===== config.mk =====
export PLATFORM = sky130hd
export DESIGN_NAME = chan_digital_gain_offset_regs
export DESIGN_NICKNAME = d
export VERILOG_FILES = /design/src/rtl/gain_offset_pkg.sv /design/src/rtl/chan_digital_gain_offset_regs.sv
export SDC_FILE = /design/constraint.sdc
export NUM_CORES = 2
export LEC_CHECK = 0
export ABC_AREA = 1
export BUFFER_PORTS_ARGS = -buffer_cell sky130_fd_sc_hd__buf_2
export CORE_ASPECT_RATIO = 0.9
export CORE_UTILIZATION = 60
export DETAILED_ROUTE_END_ITERATION = 10
export GPL_TIMING_DRIVEN = 0
export PLACE_DENSITY = 0.8
export SYNTH_ARGS = -nofsm -noshare
export SYNTH_HDL_FRONTEND = slang
export SYNTH_SLANG_ARGS = --single-unit

===== constraint.sdc =====
create_clock -name clk_i -period 12.7 [get_ports clk_i]
set_clock_uncertainty 0.2 [all_clocks]
set_input_delay 2.54 -clock clk_i [delete_from_list [all_inputs] [get_ports clk_i]]
set_output_delay 2.54 -clock clk_i [all_outputs]
set_load 0.02 [all_outputs]

===== src/rtl/gain_offset_pkg.sv =====
// constants for the per-channel digital gain / offset register slice
// assumes a classic wishbone slave with 32-bit data and byte addresses
package gain_offset_pkg;
  // ************************************************
  // bus geometry
  // ************************************************
  localparam int ADR_W  = 8;
  localparam int DAT_W  = 32;
  localparam int SEL_W  = 4;
  localparam int REG_W  = 16;
  localparam int NCHAN  = 3;

  // ************************************************
  // register indices, byte address is index times four
  // ************************************************
  localparam logic [5:0] IDX_GLOBAL_CTRL = 6'h03;
  localparam logic [5:0] IDX_STATUS      = 6'h30;
  // channels 10, 11, 12 in that order
  localparam logic [5:0] CH_GO_IDX [0:NCHAN-1] = '{6'h27, 6'h29, 6'h2B};
  localparam logic [5:0] CH_OC_IDX [0:NCHAN-1] = '{6'h28, 6'h2A, 6'h2C};

  // ************************************************
  // field layout and reset values
  // ************************************************
  localparam int GAIN_LSB     = 11;
  localparam int GAIN_W       = 5;
  localparam int OFFS_W       = 10;
  localparam int GAIN_EN_BIT  = 12;
  localparam int OFFS_EN_BIT  = 8;
  localparam logic [REG_W-1:0] REG_RESET = 16'h0000;

  // ************************************************
  // gain coefficient format: unsigned, 14 fraction bits
  // ************************************************
  localparam int COEF_W    = 16;
  localparam int GAIN_FRAC = 14;
  localparam logic [COEF_W-1:0] COEF_UNITY = 16'h4000;
endpackage


===== src/rtl/chan_digital_gain_offset_regs.sv =====
// gain and offset control registers for output channels 10..12 plus the datapath they steer
// assumes: wishbone classic master on clk_i, channel samples synchronous to clk_i
//
// Decided for this implementation: the Wishbone slave port.
`timescale 1ns/1ps

// Behaviour
// RULE_01: gain field N gives N times 0.2 dB
// RULE_02: gain applied only while global gain enabled
// RULE_03: offset is signed ten bits, added
// RULE_04: offset applied only while global offset enabled
// RULE_05: host writes channel 10 offset in both
// RULE_06: host writes channel 11 offset in both
// RULE_07: host writes channel 12 offset in both
// RULE_08: channel 11 at 29h, channel 12 at 2Bh
// RULE_09: all fields reset to zero
// RULE_10: host writes zero to reserved bits
module chan_digital_gain_offset_regs
#(
  parameter int DATA_W = 14
)
(
  input  wire logic                                clk_i,
  input  wire logic                                rst_i,
  input  wire logic                                cyc_i,
  input  wire logic                                stb_i,
  input  wire logic                                we_i,
  input  wire logic [gain_offset_pkg::ADR_W-1:0]   adr_i,
  input  wire logic [gain_offset_pkg::SEL_W-1:0]   sel_i,
  input  wire logic [gain_offset_pkg::DAT_W-1:0]   dat_i,
  output logic      [gain_offset_pkg::DAT_W-1:0]   dat_o,
  output logic                                     ack_o,
  input  wire logic                                data_valid_i,
  input  wire logic signed [DATA_W-1:0]            chan10_data_i,
  input  wire logic signed [DATA_W-1:0]            chan11_data_i,
  input  wire logic signed [DATA_W-1:0]            chan12_data_i,
  output logic                                     data_valid_o,
  output logic signed [DATA_W-1:0]                 chan10_data_o,
  output logic signed [DATA_W-1:0]                 chan11_data_o,
  output logic signed [DATA_W-1:0]                 chan12_data_o
);
  import gain_offset_pkg::*;

  localparam int PROD_W = DATA_W + COEF_W + 1;
  localparam int SUM_W  = PROD_W + 1;
  // signed bounds; an unsigned bound would clip every negative sum to full scale
  localparam logic signed [SUM_W-1:0] SAT_HI = SUM_W'(2 ** (DATA_W - 1) - 1);
  localparam logic signed [SUM_W-1:0] SAT_LO = -SAT_HI - SUM_W'(1);

  // ************************************************
  // register storage
  // ************************************************
  logic [REG_W-1:0]         go_r [0:NCHAN-1];
  logic [REG_W-1:0]         oc_r [0:NCHAN-1];
  logic                     global_digital_gain_enable_r;
  logic                     global_digital_offset_enable_r;
  logic                     ack_r;
  logic [DAT_W-1:0]         rdata_r;
  logic [DAT_W-1:0]         rdata_nxt;
  logic                     req;
  logic                     wr_now;
  logic [5:0]               idx;
  logic [NCHAN-1:0]         mismatch;
  logic signed [DATA_W-1:0] din   [0:NCHAN-1];
  logic signed [DATA_W-1:0] dout_r [0:NCHAN-1];
  logic                     valid_r;

  // ************************************************
  // helpers
  // ************************************************
  // byte-lane merge; only the two low lanes hold register bits
  function automatic logic [REG_W-1:0] merge16
  (
    input logic [REG_W-1:0] old_v,
    input logic [DAT_W-1:0] new_v,
    input logic [SEL_W-1:0] sel
  );
    logic [REG_W-1:0] res;
    res = old_v;
    if (sel[0])
    begin
      res[7:0] = new_v[7:0];
    end
    if (sel[1])
    begin
      res[15:8] = new_v[15:8];
    end
    return res;
  endfunction

  // linear factor 10^(N*0.2/20) with 14 fraction bits; a table avoids a log unit
  function automatic logic [COEF_W-1:0] gain_coef(input logic [GAIN_W-1:0] n);
    logic [COEF_W-1:0] c;
    c = COEF_UNITY;
    unique case (n)
      5'h00: c = 16'h4000;
      5'h01: c = 16'h417E;
      5'h02: c = 16'h4304;
      5'h03: c = 16'h4494;
      5'h04: c = 16'h462D;
      5'h05: c = 16'h47CF;
      5'h06: c = 16'h497B;
      5'h07: c = 16'h4B32;
      5'h08: c = 16'h4CF2;
      5'h09: c = 16'h4EBD;
      5'h0A: c = 16'h5092;
      5'h0B: c = 16'h5273;
      5'h0C: c = 16'h545F;
      5'h0D: c = 16'h5656;
      5'h0E: c = 16'h5858;
      5'h0F: c = 16'h5A67;
      5'h10: c = 16'h5C82;
      5'h11: c = 16'h5EAA;
      5'h12: c = 16'h60DE;
      5'h13: c = 16'h6320;
      5'h14: c = 16'h656F;
      5'h15: c = 16'h67CC;
      5'h16: c = 16'h6A37;
      5'h17: c = 16'h6CB0;
      5'h18: c = 16'h6F38;
      5'h19: c = 16'h71CF;
      5'h1A: c = 16'h7476;
      5'h1B: c = 16'h772D;
      5'h1C: c = 16'h79F3;
      5'h1D: c = 16'h7CCA;
      5'h1E: c = 16'h7FB2;
      5'h1F: c = 16'h82AC;
    endcase
    return c;
  endfunction

  // ************************************************
  // bus decode
  // ************************************************
  // the write lands on the edge where the master samples ack
  assign req    = cyc_i & stb_i;
  assign wr_now = req & we_i & ack_r;
  assign idx    = adr_i[7:2];

  // ************************************************
  // wishbone acknowledge: one wait cycle, then ack for one cycle
  // ************************************************
  always_ff @(posedge clk_i)
  begin
    if (rst_i)
    begin
      ack_r <= 1'b0;
    end
    else
    begin
      ack_r <= req & ~ack_r;
    end
  end

  // ************************************************
  // per-channel register writes
  // ************************************************
  // RULE_08: channel register placement
  // RULE_09: zero reset
  always_ff @(posedge clk_i)
  begin
    for (int c = 0; c < NCHAN; c++)
    begin
      if (rst_i)
      begin
        go_r[c] <= REG_RESET;
        oc_r[c] <= REG_RESET;
      end
      else if (wr_now && idx == CH_GO_IDX[c])
      begin
        go_r[c] <= merge16(go_r[c], dat_i, sel_i);
      end
      else if (wr_now && idx == CH_OC_IDX[c])
      begin
        oc_r[c] <= merge16(oc_r[c], dat_i, sel_i);
      end
    end
  end

  // ************************************************
  // global enables
  // ************************************************
  // RULE_09: enables clear on reset
  always_ff @(posedge clk_i)
  begin
    if (rst_i)
    begin
      global_digital_gain_enable_r   <= 1'b0;
      global_digital_offset_enable_r <= 1'b0;
    end
    else if (wr_now && idx == IDX_GLOBAL_CTRL)
    begin
      if (sel_i[1])
      begin
        global_digital_gain_enable_r   <= dat_i[GAIN_EN_BIT];
        global_digital_offset_enable_r <= dat_i[OFFS_EN_BIT];
      end
    end
  end

  // ************************************************
  // read mux
  // ************************************************
  // status shows which channels hold differing offset copies
  always_comb
  begin
    for (int c = 0; c < NCHAN; c++)
    begin
      mismatch[c] = go_r[c][OFFS_W-1:0] != oc_r[c][OFFS_W-1:0];
    end
  end

  // unmapped indices read zero and ignore writes
  always_comb
  begin
    rdata_nxt = '0;
    if (idx == IDX_GLOBAL_CTRL)
    begin
      rdata_nxt[GAIN_EN_BIT] = global_digital_gain_enable_r;
      rdata_nxt[OFFS_EN_BIT] = global_digital_offset_enable_r;
    end
    if (idx == IDX_STATUS)
    begin
      rdata_nxt[NCHAN-1:0] = mismatch;
    end
    for (int c = 0; c < NCHAN; c++)
    begin
      if (idx == CH_GO_IDX[c])
      begin
        rdata_nxt[REG_W-1:0] = go_r[c];
      end
      if (idx == CH_OC_IDX[c])
      begin
        rdata_nxt[REG_W-1:0] = oc_r[c];
      end
    end
  end

  // read data is captured with the ack so it is valid exactly then
  always_ff @(posedge clk_i)
  begin
    if (rst_i)
    begin
      rdata_r <= '0;
    end
    else if (req && !ack_r)
    begin
      rdata_r <= rdata_nxt;
    end
  end

  // ************************************************
  // datapath: gain then offset, saturated, one register stage
  // ************************************************
  assign din[0] = chan10_data_i;
  assign din[1] = chan11_data_i;
  assign din[2] = chan12_data_i;

  for (genvar g = 0; g < NCHAN; g++)
  begin : g_chan
    logic [COEF_W-1:0]       coef;
    logic signed [PROD_W-1:0] prod;
    logic signed [SUM_W-1:0]  sum;
    logic signed [SUM_W-1:0]  offs;
    logic signed [DATA_W-1:0] sat;

    // RULE_01: gain lookup
    // RULE_02: gain enable gate
    assign coef = global_digital_gain_enable_r ? gain_coef(go_r[g][GAIN_LSB +: GAIN_W]) : COEF_UNITY;
    assign prod = PROD_W'(din[g] * $signed({1'b0, coef}));

    // RULE_03: signed offset add
    // RULE_04: offset enable gate
    assign offs = global_digital_offset_enable_r ? SUM_W'($signed(go_r[g][OFFS_W-1:0])) : '0;
    assign sum  = SUM_W'(prod >>> GAIN_FRAC) + offs;

    // clip rather than wrap, a wrapped sample looks like a huge echo
    always_comb
    begin
      if (sum > SAT_HI)
      begin
        sat = {1'b0, {(DATA_W-1){1'b1}}};
      end
      else if (sum < SAT_LO)
      begin
        sat = {1'b1, {(DATA_W-1){1'b0}}};
      end
      else
      begin
        sat = sum[DATA_W-1:0];
      end
    end

    always_ff @(posedge clk_i)
    begin
      if (rst_i)
      begin
        dout_r[g] <= '0;
      end
      else if (data_valid_i)
      begin
        dout_r[g] <= sat;
      end
    end
  end

  // valid is registered on the same edge that loads the sample register, so a new sample and valid appear together
  always_ff @(posedge clk_i)
  begin
    if (rst_i)
    begin
      valid_r <= 1'b0;
    end
    else
    begin
      valid_r <= data_valid_i;
    end
  end

  // ************************************************
  // outputs, all straight from flops
  // ************************************************
  assign ack_o         = ack_r;
  assign dat_o         = rdata_r;
  assign data_valid_o  = valid_r;
  assign chan10_data_o = dout_r[0];
  assign chan11_data_o = dout_r[1];
  assign chan12_data_o = dout_r[2];

endmodule


==> metrics.md <==
| Metric | Value |
|---|---|
| Crit. End Element | `register` |
| Fmax | `0.0962 GHz` |
| Most frequent cell after synthesis | `inv_1` |
| # fillers | `5,133` |
| HP Class | `reg2reg` |
| Yosys reg bits | `158` |
| Area leader, netlist | `fa_1` |
| DR DRC count | `0` |
| Layout cells sized above 1 | `5.82%` |
| Nets@finish | `between 5,000 and 6,000` |
| Clock Pin Slew Worst Setup and Hold Paths | `0.07 ns` |
| Hold_buf cts | `0` |
| Final WL | `101 mm` |
| Mean post-synth cell area | `7.58 um^2` |
| Setup Fix Bufs, Post-CTS | `0` |
| Number of enable flip-flop cells after synthesis | `~140` |
| Drt pass-1 iters | `6` |
| Total global routing overflow | `0` |
| Proportion of synthesized chip area in sequential cells | `12.8%` |
| Syn-to-layout area delta | `6.41%` |
| Pwr dens | `53.0 nW/um^2` |
| Post-route ant nets | `0` |
| Peak supply drop | `0.0000632 V` |
| Crit path launch type | `primary input` |
| Async SR Flop Fraction | `0%` |
| Global-route wire length before repair | `~160 mm` |
| Failing checks | `max-capacitance violations, max-slew violations` |
| Placer Congestion | `1.02` |
| Syn Inst Count | `between 4,000 and 5,000` |
| Area share of the largest cell type after synthesis | `28.1%` |
| Worst-Margin Slew | `1.50 ns` |
| DIE WIDTH | `between 200 and 300 um` |
| Final HPWL DP | `85.3 mm` |
| Leak Pwr | `20.5 nW` |
| Largest cells by area after synthesis | `fa_1 (28%), ha_1 (15%), edfxtp_1 (12%)` |
| Final setup viols | `0` |
| YS warnings | `0` |
| Setup TNS | `0 ns` |
| Post-synth top cells | `inv_1 (972), nand2_1 (920), nor2_1 (681)` |
| Crit path time final | `10.40 ns` |
| I/O pins | `168` |
| MaxCap Viol Count | `1` |
| Htree depth | `4` |
| Clk_lat worst skew | `0.45 ns` |
| Largest net degree at the start of global routing | `29` |
| Final Hold Vio Count | `0` |
| CP Data Arrival Time | `10.39 ns` |
| Initial core utilization | `60.7%` |
| Clock sinks | `about 160` |
| Status | `finished, violations left` |
| CTS max path bufs | `2` |
| Buffers on Ports | `124` |
| RSZ-0062 raised after global routing | `false` |
| Initial DRC count | `3,382` |
| Final period utilization | `about four fifths` |
| Fin. max-slew vios | `1` |
| CTS Root Cell | `clkbuf_16` |
| GRT Total Usage | `34.5%` |
| Distinct cell type count after synthesis | `60` |
| Vias per inst | `5.62` |
| Total Die Area | `between 60,000 and 70,000 um^2` |
| Total CTS buffers | `17` |
| Via count of the first global-routing pass | `31,500` |
| CP max stage delay | `0.64 ns` |
| Detailed-route via count | `31,600` |
| Relative slew slack | `-0.523%` |
| Die Height | `approximately 230 um` |
| Synth Flop Type | `edfxtp_1` |
| Slowest-stage cell, CP | `fa_1` |
| Critical path class | `in2reg` |
| Core box area | `around 58,000 um^2` |
| Row count | `84` |
| Post-CTS sizing | `0` |
| Req. time, crit path | `12.69 ns` |
| Initial antenna violation count | `8` |
| CTS tree | `built` |
| Design Power | `2.00 mW` |
| WL/cell | `18.0 um` |
| CP Max Fanout | `10` |
| Syn Std Cell Area | `35,400 um^2` |
## state kept, by name, summed over array words and instances, names as in the netlist
name                            cells
global_digital_gain_enable_r        1
data_valid_o                        1
ack_o                               1
go_r                               48
oc_r                               48
global_digital_offset_enable_r      1
dat_o                              16
dout_r                             42
## final timing paths
kind,from,end,slack [ns],depth (start not counted)
worst min register to register,oc_r[1][10],dat_o[10],0.34,2
worst min-delay path,oc_r[1][10],dat_o[10],0.34,2
worst max-delay path,chan12_data_i[12],dout_r[2][9],2.30,32
worst max register to register,go_r[2][12],dout_r[2][9],2.59,37
## cell usage in the layout (no fill, tap or decap), types with 25 or more instances in the layout
cell      instances
inv_1           972
nand2_1         919
nor2_1          681
o21ai_0         144
clkbuf_1         71
a31oi_1          31
nor3_1           33
buf_2           138
ha_1            414
nand2_2          25
fa_1            498
a21oi_1         219
xnor2_1          37
xor2_1           50
edfxtp_1        138
nand3_1         138
## stage by stage
| stage | setup slack (ns) | area [um^2] | instances | hold WS, ns | utilization [%] |
|---|---|---|---|---|---|
| floorplan | 3.14 | 35500 | 4689 | 0.286 | - |
| global placement | 2.01 | 37100 | 5587 | 0.307 | 63.6 |
| detailed placement | 2.02 | 37100 | 5588 | 0.321 | 63.6 |
| CTS | 2.47 | 37700 | 5620 | 0.336 | 64.6 |
| global route | 1.73 | 37700 | 5624 | 0.364 | 64.6 |
| finish | 2.30 | 37700 | 5624 | 0.339 | 64.6 |
## area by class of cell
cell class	count	area (um^2)	area share (%)
clock buffers	20	468	1.24
multi-input cells	3413	26600	70.5
diodes	4	10.0	0.0266
flip-flops and latches	158	4540	12.1
repair buffers	125	641	1.70
inverters	998	3750	9.94
well taps	774	968	2.57
clock inverters	12	125	0.332
plain buffers	120	612	1.62
## where the power goes
part           internal (mW)  leakage (nW)  switching (mW)
logic                  0.286          18.6           0.570
registers              0.594          1.63          0.0202
clock network          0.292         0.288           0.235
total                   1.17          20.5           0.825
## routing by layer
metal	track usage (%)	part of all wire [%]
met2	54.4	44
met5	0	0.034
met4	13.3	3.9
met3	8.06	11
met1	46.2	40
## worst max-delay path, delay by kind of cell
family | cells | cell delay, ns
simple gates | 10 | 1.01
buf+inv | 6 | 1.23
fa+ha+maj | 8 | 3.93
compound gates | 8 | 1.66
## cell families after synthesis
kind of cell,count (synthesis),synth area share [%]
simple gates,1876,21.4
buf+inv,1118,12.3
fa+ha+maj,912,42.8
compound gates,522,8.50
flops,158,12.8
xor+xnor,87,2.15
other cells,1,0.0106
No activity file was read; power rests on OpenSTA's default activity.
